## src/rtl/tmr_map.svh

```systemverilog
`ifndef TMR_MAP_SVH
`define TMR_MAP_SVH

// ----------------------------------------------------------------
// register byte offsets on the slave port
// ----------------------------------------------------------------
`define TMR_OFS_CONFIG    4'h0
`define TMR_OFS_COUNT     4'h4
`define TMR_OFS_INTCTL    4'h8
`define TMR_OFS_MASK      4'hc

// ----------------------------------------------------------------
// field positions
// ----------------------------------------------------------------
`define TMR_CFG_SRC       5
`define TMR_CFG_EDGE      4
`define TMR_CFG_PSA       3
`define TMR_CFG_RATE_HI   2
`define TMR_CFG_RATE_LO   0
`define TMR_INT_EN        5
`define TMR_INT_FLAG      2

// ----------------------------------------------------------------
// reset values, writable masks and timing counts
// ----------------------------------------------------------------
`define TMR_RST_CONFIG    8'h00
`define TMR_RST_COUNT     8'h00
`define TMR_CFG_WMASK     8'h3f
`define TMR_COUNT_MAX     8'hff
`define TMR_INHIBIT_INSTR 2'h2

`endif

```

## src/rtl/tmr_pkg.sv

```systemverilog
package tmr_pkg;

    // four clock phases make one instruction cycle
    typedef enum logic [1:0] {
        PH_Q1,
        PH_Q2,
        PH_Q3,
        PH_Q4
    } tmr_phase_type;

    typedef struct packed {
        tmr_phase_type phase;
        logic [7:0]    cfg;
        logic [7:0]    count;
        logic          flag;
        logic          en;
        logic [1:0]    inhibit;
        logic          sample;
        logic          edge_prev;
        logic          waitreq;
        logic [31:0]   rdata;
        logic          irq;
        logic          wdt_tick;
    } tmr_state_type;

endpackage

```

## src/rtl/tmr_sync.sv

```systemverilog
`timescale 1ns/1ps

module tmr_sync (
    input  wire logic clk,    // block clock
    input  wire logic nrst,   // synchronous reset, active low
    input  wire logic din,    // asynchronous level
    output logic      dout    // level after two flops
);

    typedef struct packed {
        logic ff1;
        logic ff2;
    } tmr_sync_type;

    tmr_sync_type s_reg;
    tmr_sync_type s_next;

    always_comb begin
        s_next     = s_reg;
        s_next.ff1 = din;
        s_next.ff2 = s_reg.ff1;
    end

    always_ff @(posedge clk) begin
        if (!nrst) begin
            s_reg <= '0;
        end else begin
            s_reg <= s_next;
        end
    end

    assign dout = s_reg.ff2;

endmodule // tmr_sync

```

## src/rtl/tmr_presc.sv

```systemverilog
`timescale 1ns/1ps

module tmr_presc #(
    parameter int WIDTH  = 8,
    parameter int RATE_W = 3
) (
    input  wire logic              clk,    // block clock
    input  wire logic              nrst,   // synchronous reset, active low
    input  wire logic              clear,  // clear the count
    input  wire logic              inc,    // one input event
    input  wire logic [RATE_W-1:0] rate,   // division select
    output logic      [WIDTH-1:0]  cnt,    // internal count, not software visible
    output logic                   level,  // divided output level
    output logic                   carry   // pulse when the division wraps
);

    typedef struct packed {
        logic [WIDTH-1:0] cnt;
    } tmr_presc_type;

    tmr_presc_type p_reg;
    tmr_presc_type p_next;

    // ratio is two to the power of rate plus one
    function automatic logic [WIDTH-1:0] rate_mask(input logic [RATE_W-1:0] r);
        logic [WIDTH-1:0] m;
        m = '0;
        for (int i = 0; i < WIDTH; i++) begin
            m[i] = (i <= int'(r));
        end
        return m;
    endfunction

    always_comb begin
        p_next = p_reg;
        if (clear) begin
            p_next.cnt = '0;
        end else if (inc) begin
            p_next.cnt = WIDTH'(p_reg.cnt + 1'b1);
        end
    end

    always_ff @(posedge clk) begin
        if (!nrst) begin
            p_reg <= '0;
        end else begin
            p_reg <= p_next;
        end
    end

    assign cnt   = p_reg.cnt;
    assign level = p_reg.cnt[rate];
    assign carry = inc && !clear && ((p_reg.cnt & rate_mask(rate)) == rate_mask(rate));

endmodule // tmr_presc

```

## src/rtl/tmr_top.sv

```systemverilog
// The address map and register access over Avalon-MM were left to the implementer.
`timescale 1ns/1ps
`include "tmr_map.svh"

// Notes on behaviour
// [RULE1] timer mode, no prescaler: count every instruction
// [RULE2] count write holds increments two instruction cycles
// [RULE3] counter mode counts chosen edge of pin
// [RULE4] source bit one selects pin, zero instructions
// [RULE5] one prescaler, timer or watchdog, never both
// [RULE6] prescaler on timer: eight ratios 1:2..1:256
// [RULE7] assignment bit set bypasses prescaler, ratio 1:1
// [RULE8] prescaler hidden; count write clears it
// [RULE9] software order for moving prescaler to watchdog
// [RULE10] software order for moving prescaler back here
// [RULE11] wrap from ff to 00 sets flag
// [RULE12] flag stays set until software clears it
// [RULE13] interrupt needs flag and enable both set
// [RULE14] pin synchronised by sampling on Q2, Q4
// [RULE15] sleep freezes count and blocks wake
// [RULE16] rate field n divides by two^(n+1)
// [RULE17] everything resets to zero, prescaler too; the code resets waitrequest high
module tmr_top
    import tmr_pkg::*;
(
    input  wire logic        CLK,              // 40 MHz clock
    input  wire logic        NRST,             // synchronous reset, active low
    input  wire logic [3:0]  AVS_ADDRESS,      // byte address
    input  wire logic        AVS_READ,         // read request
    input  wire logic        AVS_WRITE,        // write request
    input  wire logic [31:0] AVS_WRITEDATA,    // write data
    input  wire logic [3:0]  AVS_BYTEENABLE,   // byte lanes
    output logic      [31:0] AVS_READDATA,     // read data
    output logic             AVS_WAITREQUEST,  // stall
    input  wire logic        EXT_COUNT_IN,     // external count pin
    input  wire logic        SLEEP,            // processor asleep
    input  wire logic        WDT_BASE_TICK,    // watchdog base pulse
    input  wire logic        WDT_CLEAR,        // watchdog clear pulse
    output logic             WDT_TICK,         // divided watchdog pulse
    output logic             IRQ               // timer interrupt level
);

    // ----------------------------------------------------------------
    // state
    // ----------------------------------------------------------------
    localparam tmr_state_type ST_RST = '{
        phase:     PH_Q1,
        cfg:       `TMR_RST_CONFIG,
        count:     `TMR_RST_COUNT,
        flag:      1'b0,
        en:        1'b0,
        inhibit:   2'h0,
        sample:    1'b0,
        edge_prev: 1'b0,
        waitreq:   1'b1,
        rdata:     32'h0000_0000,
        irq:       1'b0,
        wdt_tick:  1'b0
    };

    tmr_state_type st_reg;
    tmr_state_type st_next;

    logic       ext_sync;
    logic [7:0] presc_cnt;
    logic       presc_level;
    logic       presc_carry;
    logic       presc_inc;
    logic       presc_clear;

    logic       q2;
    logic       q4;
    logic       wr_take;
    logic       wr_cfg;
    logic       wr_cnt;
    logic       wr_int;
    logic       wr_mask;
    logic [7:0] wdata8;
    logic       src_ext;
    logic       prescaler_assignment;
    logic       adj;
    logic       ext_edge;
    logic       src_level;
    logic       raw_inc;
    logic       inc;
    logic       ovf;

    function automatic tmr_phase_type next_phase(input tmr_phase_type p);
        case (p)
            PH_Q1:   return PH_Q2;
            PH_Q2:   return PH_Q3;
            PH_Q3:   return PH_Q4;
            PH_Q4:   return PH_Q1;
            default: return PH_Q1;
        endcase
    endfunction

    function automatic logic [7:0] reg_read(input logic [3:0] a, input tmr_state_type s);
        logic [7:0] v;
        v = 8'h00;
        case (a)
            `TMR_OFS_CONFIG: v = s.cfg;
            `TMR_OFS_COUNT:  v = s.count;
            `TMR_OFS_INTCTL: begin
                v[`TMR_INT_EN]   = s.en;
                v[`TMR_INT_FLAG] = s.flag;
            end
            `TMR_OFS_MASK:   v[`TMR_INT_FLAG] = s.en;
            default:         v = 8'h00;
        endcase
        return v;
    endfunction

    // ----------------------------------------------------------------
    // external pin and prescaler
    // ----------------------------------------------------------------
    tmr_sync u_sync (
        .clk  (CLK),
        .nrst (NRST),
        .din  (EXT_COUNT_IN),
        .dout (ext_sync)
    );

    tmr_presc #(
        .WIDTH  (8),
        .RATE_W (3)
    ) u_presc (
        .clk   (CLK),
        .nrst  (NRST),
        .clear (presc_clear),
        .inc   (presc_inc),
        .rate  (st_reg.cfg[`TMR_CFG_RATE_HI:`TMR_CFG_RATE_LO]), // RULE6 RULE16
        .cnt   (presc_cnt),
        .level (presc_level),
        .carry (presc_carry)
    );

    // ----------------------------------------------------------------
    // decode
    // ----------------------------------------------------------------
    assign q2      = (st_reg.phase == PH_Q2);
    assign q4      = (st_reg.phase == PH_Q4);
    // a write lands only on the edge where waitrequest is seen low
    assign wr_take = AVS_WRITE && !st_reg.waitreq && AVS_BYTEENABLE[0];
    assign wr_cfg  = wr_take && (AVS_ADDRESS == `TMR_OFS_CONFIG);
    assign wr_cnt  = wr_take && (AVS_ADDRESS == `TMR_OFS_COUNT);
    assign wr_int  = wr_take && (AVS_ADDRESS == `TMR_OFS_INTCTL);
    assign wr_mask = wr_take && (AVS_ADDRESS == `TMR_OFS_MASK);
    assign wdata8  = AVS_WRITEDATA[7:0];

    assign src_ext  = st_reg.cfg[`TMR_CFG_SRC];   // RULE4
    assign prescaler_assignment      = st_reg.cfg[`TMR_CFG_PSA];
    // invert for falling edge so one rising detector serves both
    assign adj      = ext_sync ^ st_reg.cfg[`TMR_CFG_EDGE]; // RULE3
    assign ext_edge = adj && !st_reg.edge_prev;

    // watchdog keeps its prescaler running through sleep
    assign presc_inc   = prescaler_assignment ? WDT_BASE_TICK
                             : (!SLEEP && (src_ext ? ext_edge : q4)); // RULE5
    assign presc_clear = prescaler_assignment ? WDT_CLEAR : wr_cnt; // RULE8

    // bypassed prescaler hands the pin level straight to sampling
    assign src_level = prescaler_assignment ? adj : presc_level; // RULE7

    // pin path only moves on Q2/Q4 samples, capping the input rate
    always_comb begin
        if (src_ext) begin
            raw_inc = (q2 || q4) && src_level && !st_reg.sample; // RULE14 RULE3
        end else begin
            raw_inc = q4 && (prescaler_assignment || presc_carry); // RULE1 RULE7 RULE6
        end
    end

    assign inc = raw_inc && !SLEEP && (st_reg.inhibit == 2'h0) && !wr_cnt; // RULE2 RULE15
    assign ovf = inc && (st_reg.count == `TMR_COUNT_MAX); // RULE11

    // ----------------------------------------------------------------
    // next state
    // ----------------------------------------------------------------
    always_comb begin
        st_next       = st_reg;
        st_next.phase = next_phase(st_reg.phase);

        // one wait cycle per request, then release
        st_next.waitreq = !((AVS_READ || AVS_WRITE) && st_reg.waitreq);
        if (AVS_READ && st_reg.waitreq) begin
            st_next.rdata = {24'h000000, reg_read(AVS_ADDRESS, st_reg)};
        end

        if (wr_cfg) begin
            st_next.cfg = wdata8 & `TMR_CFG_WMASK;
        end

        st_next.edge_prev = adj;
        if ((q2 || q4) && !SLEEP) begin
            st_next.sample = src_level; // RULE14
        end

        if (wr_cnt) begin
            st_next.inhibit = `TMR_INHIBIT_INSTR; // RULE2
        end else if (q4 && !SLEEP && (st_reg.inhibit != 2'h0)) begin
            st_next.inhibit = 2'(st_reg.inhibit - 2'h1); // RULE2
        end

        if (wr_cnt) begin
            st_next.count = wdata8;
        end else if (inc) begin
            st_next.count = 8'(st_reg.count + 8'h01); // RULE1
        end

        // set wins over a clear in the same cycle
        st_next.flag = (st_reg.flag && !(wr_int && wdata8[`TMR_INT_FLAG])) || ovf; // RULE12 RULE11

        if (wr_int) begin
            st_next.en = wdata8[`TMR_INT_EN];
        end else if (wr_mask) begin
            st_next.en = wdata8[`TMR_INT_FLAG];
        end

        st_next.irq      = st_next.flag && st_next.en; // RULE13
        st_next.wdt_tick = prescaler_assignment && presc_carry; // RULE5
    end

    always_ff @(posedge CLK) begin
        if (!NRST) begin
            st_reg <= ST_RST; // RULE17
        end else begin
            st_reg <= st_next;
        end
    end

    assign AVS_READDATA    = st_reg.rdata;
    assign AVS_WAITREQUEST = st_reg.waitreq;
    assign WDT_TICK        = st_reg.wdt_tick;
    assign IRQ             = st_reg.irq;
endmodule // tmr_top

```

## config.mk

```make
export PLATFORM = sky130hd
export DESIGN_NAME = tmr_top
export DESIGN_NICKNAME = d
export VERILOG_FILES = /design/src/rtl/tmr_pkg.sv /design/src/rtl/tmr_sync.sv /design/src/rtl/tmr_presc.sv /design/src/rtl/tmr_top.sv
export VERILOG_INCLUDE_DIRS = /design/src /design/src/rtl
export SDC_FILE = /design/constraint.sdc
export NUM_CORES = 1
export LEC_CHECK = 0
export BUFFER_PORTS_ARGS = -buffer_cell sky130_fd_sc_hd__buf_2
export CAP_MARGIN = 20
export CORE_ASPECT_RATIO = 1.5
export CORE_MARGIN = 2
export CORE_UTILIZATION = 40
export CTS_BUF_LIST = sky130_fd_sc_hd__clkbuf_16
export DETAILED_ROUTE_END_ITERATION = 6
export PLACE_DENSITY = 0.71
export SYNTH_ARGS = -nofsm -noshare
export SYNTH_HDL_FRONTEND = slang
export SYNTH_SLANG_ARGS = --single-unit
```

## constraint.sdc

```tcl
create_clock -name CLK -period 2.13 [get_ports CLK]
set_input_delay 0 -clock CLK [delete_from_list [all_inputs] [get_ports CLK]]
set_output_delay 0 -clock CLK [all_outputs]
set_load 0.02 [all_outputs]
```

==> impl_results.md, run 1 <==
* GRT Util Overall at 0.177
* Yosys cell types at 51
* Leading area contributor after synthesis: dfxtp_1
* Synth-to-layout area growth at 24.1%
* Synth warn at 0
* Die Y at 101 µm
* Detail Route Antenna Nets at 0
* Die W at 68.9 µm
* Tcrit/Tclk final at 1.05
* Fill cells at 568
* Max reg flops at 20
* DRC violations left at 0
* Worst Path Required at 2350 ps
* Multiplexer share of the synthesized area at 0.0772
* Core footprint at 6130 µm²
* Max Clk Rate at 447 MHz
* Root Driver: clkbuf_16
* Tmin final at 2240 ps
* Post-Syn Instances at 287
* CP Capture Type: flop
* Clock skew at 6.06 ps
* Worst Setup Start Kind: flop
* Clk slew on worst S/H paths at 60 ps
* Post-synth top cells: dfxtp_1 (43), buf_4 (32), nor2_1 (19)
* Peak VDD IR at 0.327 mV
* Reg area at 868 µm²
* Synthesized flop and latch total at 43
* Clock Path Buffers at 2
* Most numerous cell in the Yosys netlist: dfxtp_1
* Placed inst area at 2750 µm²
* WL per Instance at 14.0 µm
* Largest net degree at the start of global routing at 35
* GPL Wtd Cong at 0.800
* Post-Synth Adder-Cell Area at 0.0347
* Placement Setup Slack at -178 ps
* Sink Count at 43
* Antenna violations before repair at 0
* Post-Syn Area per Cell at 8.81 µm²
* DP Cell Count at 395
* Cts bufs inserted at 5
* Layout Cells excl Fill at 416
* Row Count at 35
* Seq/Total Area, Yosys at 0.341
* Vias in the first global route at 2030
* Port bufs at 31
* Initial core utilization at 0.412
* Total iterations of the first detailed-routing run at 4
* Synthesized cell area at 2530 µm²
* Status: finished with violations
* Xor/xnor share of the synthesized area at 0.0312
* Post-Synth Simple-Gate Area at 0.210
* Static leakage at 1.28 nW
* PwrDens at 584 nW/µm²
* Layout Nets at 396
* Max Slew Vio Count at 0
* Multi-input logic area at 1550 µm²
* Io pins at 83
* Synth top area share at 0.341
* Utilization after layout at 0.512
* Grt ovf at 0
* RSZ-0062 raised after global routing: yes
* Max Cap Viol at 0
* Die footprint at 6980 µm²
* Compound-cell area share of the yosys netlist at 0.171
* Failing checks: negative setup slack
* Antenna Diode Count at 0
* Worst-path maximum fanout at 5
* First-pass GRT wire length at 9290 µm
* Vias at 2158
* Final setup fails at 8
* Hold WC Path Type: in -> reg
* Top post-synthesis cells by area: dfxtp_1 (34%), buf_4 (9.5%), mux2i_1 (5.9%)
* Final setup margin at -107 ps
* Worst-Skew Late Latency at 290 ps
* CTS tree: built
* Post-detail-place hpwl at 3880 µm
* DR iter-0 viols at 108
* Layout cells sized above 1 at 0.289
* H-tree depth at 2
* Primary FF master, synth: dfxtp_1
* Post-synth ARST share at 0
* EDFF count, synth at 0
* Drt via density at 5.19
* Worst EP arrival at 2450 ps
* Reg2reg setup slack at -110 ps
* Total wire length at 5840 µm
* CP Class: reg -> reg
* Design area at 3140 µm²
* Total power at 1.83 mW
* Main combinational cell family by area after synthesis: simple AND/OR/NAND/NOR gates
* Final hold vios at 0
-- area by class of cell --
type,instances,share of cell area
clock buffers,5,0.0399
clock inverters,3,0.00479
inverters,6,0.00718
multi-input cells,215,0.493
flip-flops and latches,43,0.277
well taps,74,0.0295
repair buffers,70,0.148
-- per-stage QoR --
| step | TNS [ps] | hold slack [ps] |
|---|---|---|
| floorplan | -252 | 116 |
| global placement | -725 | 221 |
| detailed placement | -1230 | 223 |
| CTS | -322 | 1.32 |
| global route | -1390 | 12.1 |
| finish | -610 | 0.0383 |
-- power by group --
part | switching (mW) | internal, mW
Sequential | 0.0147 | 0.823
Clock | 0.314 | 0.426
Combinational | 0.152 | 0.103
-- cells in the final DEF, fill, tap and decap left out, types with 3 or more instances in the layout --
cell,instances
clkbuf_16,5
a21boi_0,3
dlygate4sd3_1,4
xor2_1,6
inv_1,5
nor2_1,18
nor2b_1,14
nor3_1,6
buf_2,31
or4_1,3
or3_1,3
conb_1,24
a31oi_1,7
ha_1,7
o21a_1,3
dfxtp_2,3
nand2_1,14
o21ai_0,16
nand2b_1,5
mux2i_1,15
and3_1,3
a21oi_1,7
and2_1,4
buf_4,33
dfxtp_1,39
nand3_1,7
nand4_1,8
xnor2_1,3
-- worst paths after layout --
check | depth (start not counted) | startpoint | endpoint
max | 7 | u_presc.cnt[1]$_SDFFE_PP0P_ | st_reg[46]$_SDFFE_PN0P_
min | 3 | AVS_WRITEDATA[1] | st_reg[50]$_SDFFE_PN0P_
max reg2reg | 7 | u_presc.cnt[1]$_SDFFE_PP0P_ | st_reg[46]$_SDFFE_PN0P_
min reg2reg | 1 | u_sync.s_next[0]$_SDFF_PN0_ | u_sync.dout$_SDFF_PN0_
-- worst max-delay path: stages, from the launching register on --
cell and delay (ps):
dfxtp_2 360, or3b_4 400, o311a_4 150, a311oi_4 310, buf_4 190, a41oi_4 160
or4_1 420, a31oi_1 170
-- per-layer routing --
metal / up-vias / wire (µm) / track usage
met5: - / 0 / 0
met4: 0 / 178 / 0.0920
met3: 15 / 225 / 0.0344
met2: 58 / 3070 / 0.301
met1: 1006 / 2370 / 0.203
li1: 1079 / - / -
-- cells by family after synthesis --
kind of cell | count (synthesis)
other | 1
buffers and inverters | 53
AOI/OAI and AO/OA | 59
and+or+nand+nor | 97
adders and majority gates | 7
muxes | 18
DFF | 43
xor gates and xnor gates | 9
-- what timing repair did --
item                                    4_1_cts  5_1_grt
cloned                                        1        0
hold buffers                                  4        0
pin swaps                                    11        8
gates resized for setup                      14       12
endpoints found under the setup margin       10       10
setup buffers                                 4        5
endpoints found under the hold margin         3        0
Note: power is estimated with default switching activity, not from simulation.
==> run 2: changes to the inputs <==
--- a/config.mk
+++ b/config.mk
@@ -14,6 +14,7 @@
 export CTS_BUF_LIST = sky130_fd_sc_hd__clkbuf_16
 export DETAILED_ROUTE_END_ITERATION = 6
 export PLACE_DENSITY = 0.71
+export SETUP_SLACK_MARGIN = 0.15
 export SYNTH_ARGS = -nofsm -noshare
 export SYNTH_HDL_FRONTEND = slang
 export SYNTH_SLANG_ARGS = --single-unit
==> impl_results.md, run 2 (synthesis gave the netlist of run 1 again) <==
* Worst Max-Slew Pin Slew at 504 ps
* Commonest non-fill, non-tap cell in the layout: dfxtp_1
* Met3 Use GR at 0.0233 (-0.0111)
* H-tree depth at 2 (unchanged)
* Synth-to-layout area growth at 23.2%
* Failing checks: negative setup slack
* Drt via density at 5.25 (+1.2%)
* Antenna violations before repair at 0 (unchanged)
* First-pass GRT wire length at 8840 µm (-4.9%)
* Status: finished with violations
* Sink Count at 43 (unchanged)
* Utilization after layout at 0.508 (-0.00367)
* Max Clk Rate at 457 MHz (+2.2%)
* WL per Instance at 14.0 µm (-0.27%)
* Layout Nets at 385 (-2.8%)
* Static leakage at 1.23 nW (-3.4%)
* Grt ovf at 0 (unchanged)
* Hold WC Path Type: in -> reg
* PwrDens at 631 nW/µm² (+8.1%)
* GR Layer Usage met1 at 0.190 (-0.0126)
* Final hold vios at 0 (unchanged)
* Detail Route Antenna Nets at 0 (unchanged)
* Final setup fails at 4 (-4)
* Vias at 2126 (-1.5%)
* CP Class: reg -> reg
* Core footprint at 6130 µm² (unchanged)
* DR iter-0 viols at 114 (+5.6%)
* Peak VDD IR at 0.477 mV (+46%)
* Tcrit/Tclk final at 1.03 (-0.0224)
* Tmin final at 2190 ps (-47.8 ps)
* Hold Path Depth at 3 (unchanged)
* DRC violations left at 0 (unchanged)
* Total wire length at 5670 µm (-2.9%)
* Largest net degree at the start of global routing at 35 (unchanged)
* Post-detail-place hpwl at 3960 µm (+1.9%)
* Die Y at 101 µm (unchanged)
* GRT Util Overall at 0.165 (-0.0117)
* Hold path start: AVS_WRITEDATA[4]
* Die W at 68.9 µm (unchanged)
* WHS Endpoint: st_reg[53]$_SDFFE_PN0P_
* Worst Path Required at 2350 ps (about the same)
* Worst R2R End: st_reg[43]$_SDFFE_PN0P_
* CTS tree: built
* Register-to-Register Path Depth at 7 (unchanged)
* Final setup margin at -59.6 ps (+47.8 ps)
* Cts bufs inserted at 5 (unchanged)
* Root Driver: clkbuf_16
* Vias in the first global route at 1970 (-3.0%)
* Worst Setup Start Kind: flop
* Die footprint at 6980 µm² (unchanged)
* Relative slew slack at 0.664
* Clock Path Buffers at 2 (unchanged)
* Port bufs at 31 (unchanged)
* Max Slew Vio Count at 0 (unchanged)
* Total iterations of the first detailed-routing run at 4 (unchanged)
* Placement Setup Slack at -7.71 ps (+171 ps)
* Antenna Diode Count at 0 (unchanged)
* Clock skew at 4.23 ps (-1.82 ps)
* Io pins at 83 (unchanged)
* Reg2reg setup slack at -60 ps (+50 ps)
* Clk slew on worst S/H paths at 60 ps (about the same)
* RSZ-0062 raised after global routing: yes
* Initial core utilization at 0.412 (unchanged)
* Max reg flops at 20 (unchanged)
* Worst-path maximum fanout at 4 (-1)
* Layout cells sized above 1 at 0.293 (+0.00358)
* Worst-Skew Late Latency at 280 ps (about the same)
* Met2 Track Usage GR at 0.297 (-0.00370)
* CP Capture Type: flop
* Worst R2R Start: st_reg[50]$_SDFFE_PN0P_
* Row Count at 35 (unchanged)
* Worst EP arrival at 2400 ps (-50 ps)
* Most used routing layer: met2
* GPL Wtd Cong at 0.814 (+1.7%)
* Max Cap Viol at 0 (unchanged)
* Commonest cells after routing, fill and taps aside: dfxtp_1 (37), buf_2 (31), conb_1 (24)
run 2: critical path: stages, from the launching register on:
cell	delay, ps
dfxtp_2	330
or3b_1	380
o311a_4	140
a311oi_4	330
a41oi_2	240
buf_4	210
or3_1	340
a31oi_1	150
run 2: repair_timing:
| item | CTS | global route |
|---|---|---|
| hold buffers | 5 | 0 |
| endpoints found under the setup margin | 10 | 10 |
| cloned | 1 | 0 |
| buffers inserted | 2 | 0 |
| resized for setup | 25 | 7 |
| pin swaps | 13 | 6 |
| hold endpoints to repair | 4 | 0 |
run 2: metal layers:
metal / part of all wire / routed length, µm
met4: 0.021 / 121
met5: 0 / 0
met2: 0.54 / 3070
met3: 0.029 / 167
met1: 0.41 / 2310
run 2: final cells by class:
| class | instances | area [µm²] |
|---|---|---|
| Clock buffer | 5 | 125 |
| Clock inverter | 3 | 38.8 |
| Fill cell | 588 | 3020 |
| Inverter | 6 | 25.0 |
| Multi-Input combinational cell | 215 | 1570 |
| Sequential cell | 43 | 873 |
| Tap cell | 74 | 92.6 |
| Timing Repair Buffer | 59 | 389 |
run 2: worst max path at each step:
stage                                          to                    start  cells past startpoint  slack, ps
after floorplan           st_reg[48]$_SDFFE_PN0P_  st_reg[50]$_SDFFE_PN0P_                      8        -80
after global placement             IRQ$_SDFF_PN0_  st_reg[51]$_SDFFE_PN0P_                      6         10
after detailed placement  st_reg[48]$_SDFFE_PN0P_  st_reg[51]$_SDFFE_PN0P_                      6         -8
after CTS                 st_reg[43]$_SDFFE_PN0P_  st_reg[50]$_SDFFE_PN0P_                      7        -30
after global routing      st_reg[43]$_SDFFE_PN0P_  st_reg[50]$_SDFFE_PN0P_                      7       -150
final                     st_reg[43]$_SDFFE_PN0P_  st_reg[50]$_SDFFE_PN0P_                      7        -60
run 2: power by group:
part	internal [mW]	switching, mW	total (mW)
combinational	0.102	0.153	0.255
sequential	0.827	0.0269	0.854
clock	0.547	0.311	0.857
run 2: stage by stage:
stage                     setup TNS, ps  cells  cell area, µm²  hold WS [ps]  total power [mW]
after floorplan                    -234    310            2650           116              1.05
after global placement                0    389            2720           223              1.07
after detailed placement          -14.0    389            2720           228              1.07
after CTS                         -57.8    405            3080          3.44              1.98
after global routing               -640    405            3110          8.85              2.05
final                             -89.6    405            3110          9.17              1.97
==> run 3: changes to the inputs <==
--- a/config.mk
+++ b/config.mk
@@ -13,7 +13,7 @@
 export CORE_UTILIZATION = 40
 export CTS_BUF_LIST = sky130_fd_sc_hd__clkbuf_16
 export DETAILED_ROUTE_END_ITERATION = 6
-export PLACE_DENSITY = 0.71
+export PLACE_DENSITY = 0.69
 export SETUP_SLACK_MARGIN = 0.15
 export SYNTH_ARGS = -nofsm -noshare
 export SYNTH_HDL_FRONTEND = slang
==> constraint.sdc (replaced) <==
create_clock -name CLK -period 2.81 [get_ports CLK]
set_input_delay 0 -clock CLK [delete_from_list [all_inputs] [get_ports CLK]]
set_output_delay 0 -clock CLK [all_outputs]
set_load 0.02 [all_outputs]
==> impl_results.md, run 3 (synthesis gave the netlist of run 1 again) <==
* Status: complete, no violations
* Total iterations of the first detailed-routing run at 4 (unchanged)
* Die footprint at 6980 µm² (unchanged)
* DR iter-0 viols at 105 (-7.9%)
* Port bufs at 31 (unchanged)
* CTS resizes at 0 (-100%)
* Max reg flops at 20 (unchanged)
* Root Driver: clkbuf_16
* Worst-path maximum fanout at 13 (+9)
* Worst Max-Slew Pin Slew at 763 ps (+259 ps)
* Top Metal Used: met4
* Die W at 68.9 µm (unchanged)
* GPL Wtd Cong at 0.797 (-2.1%)
* Metal3 WL at 220 µm (+32%)
* Tmin final at 2400 ps (+215 ps)
* CTS tree: built
* M1 WL at 2030 µm (-12%)
* CP Capture Type: flop
* Die Y at 101 µm (unchanged)
* DR WL met2 at 2740 µm (-11%)
* Worst R2R End: IRQ$_SDFF_PN0_
* Synth-to-layout area growth at 12.7%
* Total power at 1.53 mW (-22%)
* Largest net degree at the start of global routing at 35 (unchanged)
* Antenna violations before repair at 0 (unchanged)
* Clk slew on worst S/H paths at 60 ps (about the same)
* Max Slew Vio Count at 0 (unchanged)
* Max Clk Rate at 416 MHz (-8.9%)
* Sink Count at 43 (unchanged)
* Clock Path Buffers at 2 (unchanged)
* WHS Endpoint: prescaler_assignment$_SDFFE_PN0P_
* Relative slew slack at 0.489 (-0.175)
* RSZ-0062 raised after global routing: no
* Max Cap Viol at 0 (unchanged)
* Post-detail-place hpwl at 3710 µm (-6.3%)
* Final setup fails at 0 (-4)
* H-tree depth at 2 (unchanged)
* Row Count at 35 (unchanged)
* Worst R2R Start: u_presc.cnt[1]$_SDFFE_PP0P_
* Commonest cells after routing, fill and taps aside: dfxtp_1 (43), buf_2 (31), conb_1 (24)
* Worst Path Required at 3020 ps (+670 ps)
* PwrDens at 538 nW/µm² (-15%)
* Layout cells sized above 1 at 0.175 (-0.118)
* Hold path start: AVS_WRITEDATA[3]
* Drt via density at 5.24 (-0.20%)
* Hold WC Path Type: in -> reg
* Worst EP arrival at 2610 ps (+210 ps)
* First-pass GRT wire length at 8420 µm (-4.7%)
* Initial core utilization at 0.412 (unchanged)
* Worst Setup Start Kind: flop
* GRT Util Overall at 0.155 (-0.00987)
* Utilization after layout at 0.465 (-0.0433)
* Peak VDD IR at 0.336 mV (-30%)
* Worst-Skew Late Latency at 280 ps (about the same)
* Clock skew at 4.34 ps (+0.110 ps)
* Vias in the first global route at 1871 (-5.0%)
* Commonest non-fill, non-tap cell in the layout: dfxtp_1
* Tcrit/Tclk final at 0.856 (-0.172)
* Hold Path Depth at 3 (unchanged)
* DRC violations left at 0 (unchanged)
* Layout Nets at 369 (-4.2%)
* Final setup margin at 405 ps (+465 ps)
* Register-to-Register Path Depth at 6 (-1)
* Vias at 2038 (-4.1%)
* Placement Setup Slack at 412 ps (+420 ps)
* Reg2reg setup slack at 410 ps (+460 ps)
* Postcts setup bufs at 0 (-2)
* Core footprint at 6130 µm² (unchanged)
* Total wire length at 5100 µm (-10%)
* Static leakage at 1.15 nW (-7.0%)
* Setup_tns at 0 ps (+89.6 ps)
* Io pins at 83 (unchanged)
* Antenna Diode Count at 0 (unchanged)
* Fill cells at 609 (+3.6%)
* CP Class: reg -> reg
* Final hold vios at 0 (unchanged)
* Detail Route Antenna Nets at 0 (unchanged)
* Grt ovf at 0 (unchanged)
* Cts bufs inserted at 5 (unchanged)
* WL per Instance at 13.1 µm (-6.4%)
## run 3: cell types whose count changed in the layout (fill, tap and decap cells not counted), sizes merged
cell         before  now
a41oi             2    1
buf              54   38
bufinv            1    2
clkinv            2    0
dlygate4sd3       5    6
inv               6    7
## run 3: repair_timing
| action | 4_1_cts | 5_1_grt |
|---|---|---|
| hold buffers | 6 | 0 |
| setup endpoints to repair | 0 | 0 |
| endpoints found under the hold margin | 5 | 0 |
## run 3: how the worst max path moves through the flow
stage | from | end | cells after the start
after global placement | u_presc.cnt[1]$_SDFFE_PP0P_ | IRQ$_SDFF_PN0_ | 6
after detailed placement | u_presc.cnt[1]$_SDFFE_PP0P_ | IRQ$_SDFF_PN0_ | 6
final | u_presc.cnt[1]$_SDFFE_PP0P_ | IRQ$_SDFF_PN0_ | 6
after global routing | st_reg[58]$_SDFF_PN0_ | IRQ$_SDFF_PN0_ | 9
after CTS | u_presc.cnt[1]$_SDFFE_PP0P_ | IRQ$_SDFF_PN0_ | 6
after floorplan | st_reg[51]$_SDFFE_PN0P_ | st_reg[48]$_SDFFE_PN0P_ | 8
## run 3: stage by stage
step                      cell area, µm²  instances  hold slack (ps)
after floorplan                     2610        310              116
after global placement              2600        375              213
after detailed placement            2600        375              229
after CTS                           2850        389             15.6
after global routing                2850        389             24.0
final                               2850        389             14.3
## run 3: cell type report
type / count / area [µm²] / share of cell area
Clock buffer: 5 / 125 / 0.0439
Inverter: 6 / 22.5 / 0.00791
Tap cell: 74 / 92.6 / 0.0325
Sequential cell: 43 / 861 / 0.302
Multi-Input combinational cell: 214 / 1420 / 0.497
Clock inverter: 3 / 63.8 / 0.0224
Timing Repair Buffer: 44 / 268 / 0.0940
## run 3: where the power goes
| group | internal (mW) | switching [mW] | leakage [nW] | total [mW] |
|---|---|---|---|---|
| clock network | 0.506 | 0.229 | 0.0952 | 0.735 |
| logic | 0.0612 | 0.103 | 0.703 | 0.164 |
| registers | 0.624 | 0.0109 | 0.348 | 0.635 |
## run 3: worst max-delay path, stage by stage (launching register included)
cell and delay [ps]:
dfxtp_1 470, or3b_1 370, o311a_2 150, a311oi_4 310
a41oi_4 250, or4b_1 590, a21boi_1 180
## run 3: layer usage
layer  global-route usage  up-vias
met1                0.183      962
met4               0.0664        0
met5                    0        -
met3               0.0211        7
met2                0.273       56
li1                     -     1013
